==> config.mk <==
export PLATFORM = sky130hd
export DESIGN_NAME = fms_seq
export DESIGN_NICKNAME = d
export VERILOG_FILES = /design/src/shared/fms_pkg.sv /design/src/logic/fms_seq.sv
export VERILOG_INCLUDE_DIRS = /design/src /design/src/shared
export SDC_FILE = /design/constraint.sdc
export NUM_CORES = 1
export LEC_CHECK = 0
export BUFFER_PORTS_ARGS = -buffer_cell sky130_fd_sc_hd__buf_2
export CAP_MARGIN = 20
export CORE_ASPECT_RATIO = 1.25
export CORE_MARGIN = 2
export CORE_UTILIZATION = 43
export DETAILED_ROUTE_END_ITERATION = 7
export SETUP_SLACK_MARGIN = 0.5
export SLEW_MARGIN = 20
export SYNTH_ARGS = -nofsm -noshare
export SYNTH_HDL_FRONTEND = slang
export SYNTH_SLANG_ARGS = --single-unit
==> constraint.sdc <==
create_clock -name SYS_CLK_I -period 11 [get_ports SYS_CLK_I]
set_input_delay 0.55 -clock SYS_CLK_I [delete_from_list [all_inputs] [get_ports SYS_CLK_I]]
set_output_delay 0.55 -clock SYS_CLK_I [all_outputs]
set_load 0.05 [all_outputs]
==> src/shared/fms_defs.svh <==
`ifndef FMS_DEFS_SVH
`define FMS_DEFS_SVH
`define FMS_CMD_FIELD_MARGIN 8'h0E
`define FMS_CMD_BLANK_CHECK  8'h10
`define FMS_CMD_PROGRAM_EE   8'h11
`define FMS_IDX_TWO          3'h2
`define FMS_IDX_FIVE         3'h5
`define FMS_LEVEL_MAX        16'h0004
`define FMS_ERASED_WORD      16'hFFFF
`define FMS_EE_BASE          24'h100000
`define FMS_EE_END           24'h100800
`define FMS_PF_BASE          24'hFD0000
`define FMS_PF_END           25'h1000000
`define FMS_LEVEL_RESET      3'h0
`endif

==> src/shared/fms_pkg.sv <==
package fms_pkg;
  typedef enum logic [1:0] {
    FMS_IDLE   = 2'h0,
    FMS_CHECK  = 2'h1,
    FMS_ACCESS = 2'h3,
    FMS_DONE   = 2'h2
  } fms_state_t;
  typedef logic [2:0] fms_level_t;
endpackage : fms_pkg

==> src/logic/fms_seq.sv <==
`timescale 1ns/1ps
`include "fms_defs.svh"
module fms_seq
  import fms_pkg::*;
(
  input  wire logic        SYS_CLK_I,
  input  wire logic        SYS_RST_I,
  input  wire logic        PARAM_WR_I,
  input  wire logic [2:0]  PARAM_IDX_I,
  input  wire logic [15:0] PARAM_DATA_I,
  input  wire logic        LAUNCH_I,
  input  wire logic        SPECIAL_MODE_I,
  input  wire logic        EE_PROT_EN_I,
  input  wire logic [23:0] EE_PROT_START_I,
  input  wire logic        MEM_ACK_I,
  input  wire logic [15:0] MEM_RDATA_I,
  input  wire logic        MEM_ERR_I,
  input  wire logic        MEM_DERR_I,
  output logic             COMMAND_COMPLETE_FLAG_O,
  output logic             ACCESS_ERROR_FLAG_O,
  output logic             PROTECTION_VIOLATION_FLAG_O,
  output logic             VERIFY_ERROR_FLAG_O,
  output logic             UNCORRECTABLE_ERROR_FLAG_O,
  output logic [2:0]       PARAM_SLOT_INDEX_O,
  output logic [2:0]       PF_MARGIN_O,
  output logic [2:0]       EE_MARGIN_O,
  output logic             MEM_REQ_O,
  output logic             MEM_WE_O,
  output logic [23:0]      MEM_ADDR_O,
  output logic [15:0]      MEM_WDATA_O
);

  function automatic logic in_range(input logic [24:0] a, input logic [24:0] lo,
                                    input logic [24:0] hi);
    in_range = (a >= lo) && (a < hi);
  endfunction : in_range

  fms_state_t  state_reg;
  logic [15:0] param_reg [0:5];
  logic [2:0]  idx_reg;
  logic        command_complete_flag_reg;
  logic        access_error_flag_reg;
  logic        protection_violation_flag_reg;
  logic        mg1_reg;
  logic        mg0_reg;
  fms_level_t  pf_lvl_reg;
  fms_level_t  ee_lvl_reg;
  logic        req_reg;
  logic        we_reg;
  logic [23:0] addr_reg;
  logic [15:0] wdata_reg;
  logic [15:0] left_reg;
  logic [2:0]  slot_reg;
  logic        prog_reg;

  wire [7:0]  cmd_code   = param_reg[0][15:8];
  wire [23:0] cmd_addr   = {param_reg[0][7:0], param_reg[1]};
  wire [24:0] addr_w     = {1'b0, cmd_addr};
  wire        is_margin  = (cmd_code == `FMS_CMD_FIELD_MARGIN);
  wire        is_blank   = (cmd_code == `FMS_CMD_BLANK_CHECK);
  wire        is_prog    = (cmd_code == `FMS_CMD_PROGRAM_EE);
  wire [2:0]  prog_words = 3'(idx_reg - 3'h1);
  wire [15:0] word_cnt   = is_prog ? {13'h0, prog_words} : param_reg[2];
  wire [24:0] sect_end   = 25'(addr_w + {8'h0, word_cnt, 1'b0});
  wire        in_ee      = in_range(addr_w, {1'b0, `FMS_EE_BASE}, {1'b0, `FMS_EE_END});
  wire        in_pf      = in_range(addr_w, {1'b0, `FMS_PF_BASE}, 25'(`FMS_PF_END));
  wire        odd_addr   = cmd_addr[0];
  wire        past_end   = sect_end > {1'b0, `FMS_EE_END};
  wire        level_bad  = param_reg[2] > `FMS_LEVEL_MAX;

  wire err_margin = (idx_reg != `FMS_IDX_TWO) || !SPECIAL_MODE_I
                  || !(in_ee || in_pf) || level_bad;
  wire err_blank  = (idx_reg != `FMS_IDX_TWO) || !in_ee || odd_addr
                  || past_end;
  wire err_prog   = (idx_reg < `FMS_IDX_TWO) || (idx_reg > `FMS_IDX_FIVE)
                  || !in_ee || odd_addr || past_end;
  wire launch_err = is_margin ? err_margin : is_blank ? err_blank
                  : is_prog ? err_prog : 1'b1;
  // Whole group is refused when any word reaches into the protected area
  wire prot_hit   = EE_PROT_EN_I
                  && ({1'b0, EE_PROT_START_I} < sect_end);

  wire launch_ok  = command_complete_flag_reg && LAUNCH_I;
  wire mem_done   = req_reg && MEM_ACK_I;
  wire rd_bad     = prog_reg ? (MEM_RDATA_I != wdata_reg)
                             : (MEM_RDATA_I != `FMS_ERASED_WORD);
  wire last_word  = (left_reg == 16'h1);
  // Long blank checks step past slot five; those words are never written
  wire [15:0] next_word = (slot_reg <= `FMS_IDX_FIVE) ? param_reg[slot_reg] : `FMS_ERASED_WORD;

  // Parameters are latched only while idle; writes during a command are dropped
  always_ff @(posedge SYS_CLK_I or posedge SYS_RST_I)
  begin
    if (SYS_RST_I)
    begin
      idx_reg <= 3'h0;
      for (int i = 0; i < 6; i++)
        param_reg[i] <= 16'h0;
    end
    else if (PARAM_WR_I && command_complete_flag_reg)
    begin
      idx_reg <= PARAM_IDX_I;
      if (PARAM_IDX_I <= `FMS_IDX_FIVE)
        param_reg[PARAM_IDX_I] <= PARAM_DATA_I;
    end
  end

  always_ff @(posedge SYS_CLK_I or posedge SYS_RST_I)
  begin
    if (SYS_RST_I)
    begin
      state_reg  <= FMS_IDLE;
      command_complete_flag_reg   <= 1'b1;
      access_error_flag_reg <= 1'b0;
      protection_violation_flag_reg <= 1'b0;
      mg1_reg    <= 1'b0;
      mg0_reg    <= 1'b0;
      pf_lvl_reg <= `FMS_LEVEL_RESET;
      ee_lvl_reg <= `FMS_LEVEL_RESET;
      req_reg    <= 1'b0;
      we_reg     <= 1'b0;
      addr_reg   <= 24'h0;
      wdata_reg  <= 16'h0;
      left_reg   <= 16'h0;
      slot_reg   <= 3'h0;
      prog_reg   <= 1'b0;
    end
    else
    begin
      unique case (state_reg)
        FMS_IDLE:
        begin
          if (launch_ok)
          begin
            command_complete_flag_reg   <= 1'b0;
            access_error_flag_reg <= 1'b0;
            protection_violation_flag_reg <= 1'b0;
            mg1_reg    <= 1'b0;
            mg0_reg    <= 1'b0;
            state_reg  <= FMS_CHECK;
          end
        end
        FMS_CHECK:
        begin
          if (launch_err)
          begin
            access_error_flag_reg <= 1'b1;
            state_reg  <= FMS_DONE;
          end
          else if (is_margin)
          begin
            ee_lvl_reg <= fms_level_t'(param_reg[2][2:0]);
            if (in_pf)
              pf_lvl_reg <= fms_level_t'(param_reg[2][2:0]);
            state_reg  <= FMS_DONE;
          end
          else if (is_prog && prot_hit)
          begin
            protection_violation_flag_reg <= 1'b1;
            state_reg  <= FMS_DONE;
          end
          else if (word_cnt == 16'h0)
            state_reg <= FMS_DONE;
          else
          begin
            prog_reg  <= is_prog;
            left_reg  <= word_cnt;
            slot_reg  <= 3'h3;
            addr_reg  <= cmd_addr;
            wdata_reg <= param_reg[2];
            we_reg    <= is_prog;
            req_reg   <= 1'b1;
            state_reg <= FMS_ACCESS;
          end
        end
        FMS_ACCESS:
        begin
          if (mem_done && we_reg)
            we_reg <= 1'b0;
          else if (mem_done)
          begin
            if (MEM_ERR_I || rd_bad)
              mg1_reg <= 1'b1;
            if (MEM_DERR_I || (rd_bad && !prog_reg))
              mg0_reg <= 1'b1;
            if (last_word)
            begin
              req_reg   <= 1'b0;
              state_reg <= FMS_DONE;
            end
            else
            begin
              left_reg  <= 16'(left_reg - 16'h1);
              addr_reg  <= 24'(addr_reg + 24'h2);
              wdata_reg <= next_word;
              slot_reg  <= 3'(slot_reg + 3'h1);
              we_reg    <= prog_reg;
            end
          end
        end
        FMS_DONE:
        begin
          command_complete_flag_reg  <= 1'b1;
          state_reg <= FMS_IDLE;
        end
      endcase
    end
  end

  assign COMMAND_COMPLETE_FLAG_O     = command_complete_flag_reg;
  assign ACCESS_ERROR_FLAG_O         = access_error_flag_reg;
  assign PROTECTION_VIOLATION_FLAG_O = protection_violation_flag_reg;
  assign VERIFY_ERROR_FLAG_O         = mg1_reg;
  assign UNCORRECTABLE_ERROR_FLAG_O  = mg0_reg;
  assign PARAM_SLOT_INDEX_O          = idx_reg;
  assign PF_MARGIN_O                 = pf_lvl_reg;
  assign EE_MARGIN_O                 = ee_lvl_reg;
  assign MEM_REQ_O                   = req_reg;
  assign MEM_WE_O                    = we_reg;
  assign MEM_ADDR_O                  = addr_reg;
  assign MEM_WDATA_O                 = wdata_reg;

endmodule : fms_seq

# [Word-level counts from Yosys, hierarchy flattened]
# Index checks and enable logic that the tools add are counted.
[classes] add_sub_neg=5 multipliers=0 div=0 magnitude_cmp=14 eq_ne=25 shift=0 mux=85 bitwise=6 reduce_logical=46
[op_table] operator="16-bit 2-to-1 mux" count=19
[op_table] operator="24-bit 2-to-1 mux" count=7
[op_table] operator="96-bit bitwise mux" count=1
[op_table] operator="16-bit case mux with 2 select lines" count=2
[op_table] operator="16-bit binary-select mux with 3-bit select" count=1
[op_table] operator="16-bit demux with 3-bit select" count=1
[op_table] operator="24-bit case mux with 2 select lines" count=1
[op_table] operator="1-bit 2-to-1 mux" count=33
[op_table] operator="2-bit != test (second input constant)" count=13
[op_table] operator="24-bit by 17-bit adder with 25-bit output" count=1
[op_table] operator="25-bit by 21-bit > comparator with 1-bit output (second input constant)" count=1
[op_table] operator="24-bit by 25-bit less-than comparator with 1-bit output" count=1
[op_table] operator="24-bit by 25-bit less-than comparator with 1-bit output (second input constant)" count=1
[op_table] operator="24-bit by 2-bit adder with 24-bit output (second input constant)" count=1
[op_table] operator="24-bit by 21-bit greater-or-equal comparator with 1-bit output (second input constant)" count=1
[op_table] operator="24-bit greater-or-equal comparator (second input constant)" count=1
[op_table] operator="24-bit by 21-bit less-than comparator with 1-bit output (second input constant)" count=1
[op_table] operator="3-bit 2-to-1 mux" count=7
[op_table] operator="5-bit AND reduction" count=4
[op_table] operator="16-bit by 1-bit == test with 1-bit output (second input constant)" count=1
[op_table] operator="8-bit by 5-bit == test with 1-bit output (second input constant)" count=2
[op_table] operator="16-bit by 3-bit > comparator with 1-bit output (second input constant)" count=1
[op_table] operator="16-bit zero test" count=1
[op_table] operator="16-bit != test" count=1
[op_table] operator="other kinds (30)" count=78
[word_totals] regBits=174 latchBits=0 mem_bits_rw=0 rom_bits=0 inputBits=68 output_inout_bits=56 elab_cells=203 n_memories=0

# [Longest topological paths before layout]
[logic_depth] ltp_word=11 mapped_depth=25 ltp_nobuf=22

# [Least setup slack after synthesis]
# Ideal clock, no wire load.
[synth_path] kind="register to register" start="register param_reg (netlist bit cmd_code[1])" end="register wdata_reg[0] (netlist: MEM_WDATA_O[0])" setup_ns=0.127 t_arrival_ns=5.457 required_time_ns=10.873 setup_slack_ns=5.416 stages_incl_launch_ff=25 n_path_buf=2 synth_period_minus_slack_ns=5.584 cell_sequence="dfrtp_1 nor4b_4 nand3_1 nand2_1 o21ai_0 ha_1 fa_1 a21o_1 a311oi_2 a21boi_1 a2bb2oi_2 nand2_1 xnor2_1 ha_1 and4_1 o2111a_1 a221oi_1 a21o_1 a22oi_1 o211ai_1 a211oi_2 o21a_1 buf_2 buf_6 mux2_1"
[synth_between] elab_chain_cells=10 elab_cells_between_ends=20 classes_between="add/sub: 1; order compare: 2; eq/ne: 7; mux: 4; reduce/logical: 6"
[synth_rtl] item="from (decl)" line_no="fms_seq.sv:39" text="logic [15:0] param_reg [0:5];"
[synth_rtl] item="from (signal, indexed assignment)" line_no="fms_seq.sv:98" text="param_reg[i] <= 16'h0;"
[synth_rtl] item="from (signal, indexed assignment)" line_no="fms_seq.sv:104" text="param_reg[PARAM_IDX_I] <= PARAM_DATA_I;"
[synth_rtl] item="8-bit by 5-bit == test with 1-bit output (no line)"
[synth_rtl] item="16-bit 2-to-1 mux" line_no="fms_seq.sv:63" text="wire [15:0] word_cnt = is_prog ? {13'h0, prog_words} : param_reg[2];"
[synth_rtl] item="24-bit by 17-bit adder with 25-bit output" line_no="fms_seq.sv:64" text="wire [24:0] sect_end = 25'(addr_w + {8'h0, word_cnt, 1'b0});"
[synth_rtl] item="25-bit by 21-bit > comparator with 1-bit output" line_no="fms_seq.sv:68" text="wire past_end = sect_end > {1'b0, `FMS_EE_END};"
[synth_rtl] item="1-bit logical OR" line_no="fms_seq.sv:75" text="wire err_prog = (idx_reg < `FMS_IDX_TWO) || (idx_reg > `FMS_IDX_FIVE)"
[synth_rtl] item="1-bit 2-to-1 mux" line_no="fms_seq.sv:78" text=": is_prog ? err_prog : 1'b1;"
[synth_rtl] item="1-bit 2-to-1 mux (2 in a row)" line_no="fms_seq.sv:77" text="wire launch_err = is_margin ? err_margin : is_blank ? err_blank"
[synth_rtl] item="2-bit != test (no line)"
[synth_rtl] item="8-bit AND reduction (no line) (*)"
[synth_rtl] item="to (signal assigned)" line_no="fms_seq.sv:170" text="wdata_reg <= param_reg[2];"
[synth_rtl] item="to (signal assigned)" line_no="fms_seq.sv:195" text="wdata_reg <= next_word;"
[synth_rtl] item="to (decl)" line_no="fms_seq.sv:51" text="logic [15:0] wdata_reg;"
# Mark *: on every way between the ends. The rest lies on a longest branch, timed or not.
# A chain may end at the register's enable or synchronous reset.

# [Final worst setup path]
[layout_path] start="register param_reg (netlist bit cmd_code[1])" end="register addr_reg[2] (netlist: MEM_ADDR_O[2])"
[layout_between] elab_chain_cells=10 elab_cells_between_ends=20 classes_between="add/sub: 1; order compare: 2; eq/ne: 7; mux: 4; reduce/logical: 6"
[layout_rtl] item="8-bit by 5-bit == test with 1-bit output (no line)"
[layout_rtl] item="16-bit 2-to-1 mux" line_no="fms_seq.sv:63"
[layout_rtl] item="24-bit by 17-bit adder with 25-bit output" line_no="fms_seq.sv:64"
[layout_rtl] item="25-bit by 21-bit > comparator with 1-bit output" line_no="fms_seq.sv:68"
[layout_rtl] item="1-bit logical OR" line_no="fms_seq.sv:75"
[layout_rtl] item="1-bit 2-to-1 mux" line_no="fms_seq.sv:78"
[layout_rtl] item="1-bit 2-to-1 mux (2 in a row)" line_no="fms_seq.sv:77"
[layout_rtl] item="2-bit != test (no line)"
[layout_rtl] item="8-bit AND reduction (no line) (*)"
[layout_rtl] item="to (signal assigned)" line_no="fms_seq.sv:169" text="addr_reg <= cmd_addr;"
[layout_rtl] item="to (signal assigned)" line_no="fms_seq.sv:194" text="addr_reg <= 24'(addr_reg + 24'h2);"
[layout_rtl] item="to (decl)" line_no="fms_seq.sv:50" text="logic [23:0] addr_reg;"
# Marks and branches as above.

==> results.sh <==
export IMPL_grt_ovfl_total=0
export IMPL_max_slew_margin_rel_pct=31.1
export IMPL_post_route_period_util_pct=69.0
export IMPL_synth_edf_count=0
export IMPL_cts_tree="built"
export IMPL_rsz0062_at_grt="false"
export IMPL_worst_pin_slew_ns=1.03
export IMPL_grt_max_degree=95
export IMPL_synth_flop_cell="dfrtp_1"
export IMPL_max_freq_ghz=0.132
export IMPL_syn_nets=1212
export IMPL_crit_type="reg -> reg"
export IMPL_ios=124
export IMPL_die_w_um=148
export IMPL_rrSetupSlack_ns=3.41
export IMPL_largest_reg_flops=64
export IMPL_powerDensity_nw_per_um2=104
export IMPL_area_delta_synth_final_pct=13.4
export IMPL_slowest_stage="o21a_2"
export IMPL_grt_pass1_vias=9411
export IMPL_crit_arrival_ns=7.92
export IMPL_cts_buffers_inserted=17
export IMPL_ant_nets=0
export IMPL_antenna_cells=0
export IMPL_vias_per_cell=6.12
export IMPL_hp_class="in -> async"
export IMPL_wl_mm=34.1
export IMPL_post_drt_wl_per_cell_um=22.2
export IMPL_drv_cap=0
export IMPL_dp_hpwl_mm=24.6
export IMPL_slowest_delay_ns=0.54
export IMPL_htree_levels=4
export IMPL_first_pass_iters=5
export IMPL_power_w=0.00130
export IMPL_clock_sinks=174
export IMPL_num_vias=9408
export IMPL_path_cells="nor4b_4 -> nand3_1 -> nand2_1 -> o21ai_0 -> ha_1 -> fa_1 -> a21o_1 -> a311oi_2 -> a21boi_1 -> a2bb2oi_2 -> nand2_1 -> xnor2_1 -> ha_1 -> and4_1 -> o2111a_1 -> a221oi_1 -> a21o_1 -> a22oi_1 -> o211ai_1 -> a211oi_4 -> buf_4 -> o21a_2 -> buf_4 -> mux2_2"
export IMPL_yosysTopAreaCellShare_pct=39.0
export IMPL_portBuffers=123
export IMPL_root_buffer="clkbuf_16"
export IMPL_final_util_pct=49.8
export IMPL_placed_area_um2=12000
export IMPL_drc_errors=0
export IMPL_startpoint_type="flip-flop"
export IMPL_synthesis_instances=1100
export IMPL_die_area_um2=27100
export IMPL_crit_cells=24
export IMPL_antenna_found_initial=0
export IMPL_nNetsFinal=1301
export IMPL_clk_transition_reported_paths_ns=0.07
export IMPL_num_rows=65
export IMPL_final_area_um2=12600
export IMPL_ir_worst_vdd_v=0.000115
export IMPL_status="completed"
export IMPL_setup_viol_count_final=0
export IMPL_drive_gt1_share_pct=27.6
export IMPL_fin_tns_setup_ns=0
export IMPL_die_h_um=184
export IMPL_fin_skew_ns=0.0178
export IMPL_synth_ff_latch_count=174
export IMPL_synthTopCellsByCount="dfrtp_1 (173), mux2_2 (125), nand2_1 (74)"
export IMPL_async_reset_ff_share_pct=100
export IMPL_synth_top_cell_by_area="dfrtp_1"
export IMPL_post_cts_resized=0
export IMPL_path_delay_family="compound AO/OA/AOI/OAI gates"
export IMPL_final_hold_violation_count=0
export IMPL_ff2ff_path_depth=24
export IMPL_required_ns=11.33
export IMPL_syn_avg_cell_area_um2=10.1
export IMPL_critPathCaptureType="flip-flop"
export IMPL_regToRegStartpoint="cmd_code[1]$_DFFE_PP0P_"
export IMPL_grt_first_pass_wirelength_mm=53.6
export IMPL_grt_util_all_layers_pct=25.6
export IMPL_clockBufferDepth=2
export IMPL_core_region_area_um2=25300
export IMPL_clock_latency_ns=0.45
export IMPL_synth_area_um2=11100
export IMPL_initial_core_util_pct=43.9
export IMPL_cp_max_fo=40
export IMPL_yosysWarningCount=0
export IMPL_yosysMostFrequentCell="dfrtp_1"
export IMPL_ys_types=78
export IMPL_cts_hold_buffers=0
export IMPL_hold_ws_ns=0.280
export IMPL_cellLeakagePower_nw=5.67
export IMPL_drtIter0Drc=625
export IMPL_gp_congestion=0.879
export IMPL_ys_seq_area_share_pct=39.2
export IMPL_r2r_end="MEM_ADDR_O[2]$_DFFE_PP0P_"
export IMPL_ys_top_cells_by_area="dfrtp_1 (39%), mux2_2 (13%), ha_1 (4.8%), mux4_2 (3.2%), nand2_1 (2.5%)"
export IMPL_drv_slew=0
export IMPL_cts_setup_buffers=0
export IMPL_finalCriticalPeriod_ns=7.59
export IMPL_critPathBufInv=2
[area by class of cell]
cell class	instances	area [um^2]
clock inverter	15	160
timing repair buffer	134	709
multi-input combinational	806	6310
sequential	174	4360
tap	335	419
fill	2388	12700
inverter	56	215
clock buffer	17	425
[worst max path at each step]
stage	from	endpoint	slack, ns
floorplan	cmd_code[1]$_DFFE_PP0P_	MEM_WDATA_O[0]$_DFFE_PP0P_	5.42
global placement	cmd_code[1]$_DFFE_PP0P_	MEM_ADDR_O[2]$_DFFE_PP0P_	3.74
detailed placement	cmd_code[1]$_DFFE_PP0P_	MEM_ADDR_O[2]$_DFFE_PP0P_	3.52
CTS	cmd_code[1]$_DFFE_PP0P_	MEM_ADDR_O[2]$_DFFE_PP0P_	3.50
global route	cmd_code[1]$_DFFE_PP0P_	MEM_ADDR_O[2]$_DFFE_PP0P_	2.94
finish	cmd_code[1]$_DFFE_PP0P_	MEM_ADDR_O[2]$_DFFE_PP0P_	3.41
[power by group]
part | switching (W) | total (W) | internal, W
sequential | 0 | 0.000639 | 0.000639
clock | 0.000280 | 0.000617 | 0.000337
combinational | 0.0000311 | 0.0000475 | 0.0000164
[metrics by stage]
step / setup slack [ns] / std cells
finish: 3.41 / 1537
global route: 2.94 / 1537
CTS: 3.50 / 1536
detailed placement: 3.52 / 1504
global placement: 3.74 / 1504
floorplan: 5.42 / 1100
[logic make-up after synthesis]
group                    synth area share (%)
AO/OA/AOI/OAI                            19.3
AND/OR/NAND/NOR                          12.7
flip-flops                               39.2
multiplexers                             17.6
buffers and inverters                    4.30
adder cells (fa/ha/maj)                  5.13
XOR/XNOR                                 1.73
[layer usage]
metal	GRT usage, %	up-vias	share of wire (%)
li1	-	4337	-
met1	32.9	4687	42
met2	42.8	308	49
met5	0	-	0
met4	11.5	0	4.2
met3	3.52	76	4.7
[cells in the final DEF (no fill, tap or decap), types with 8 or more instances in the layout]
cell / netlist / final
a21o_1: 9 / 9
a21oi_1: 51 / 51
a22oi_1: 28 / 28
a31oi_1: 9 / 9
and2_1: 21 / 21
and3_1: 20 / 20
buf_2: 7 / 123
buf_4: 3 / 9
clkbuf_16: 0 / 17
dfrtp_1: 173 / 172
ha_1: 43 / 43
inv_1: 56 / 55
mux2_1: 9 / 9
mux2_2: 125 / 125
mux2i_1: 9 / 9
mux4_2: 16 / 16
nand2_1: 74 / 73
nand3_1: 24 / 24
nand4_1: 9 / 9
nor2_1: 47 / 46
nor3_1: 18 / 18
nor3b_1: 13 / 12
nor4_1: 8 / 8
o211ai_1: 31 / 31
o21ai_0: 55 / 55
o221ai_1: 17 / 17
o22ai_1: 36 / 36
o2bb2ai_1: 17 / 17
xnor2_1: 16 / 16
Power figures use the tool's default switching activity.
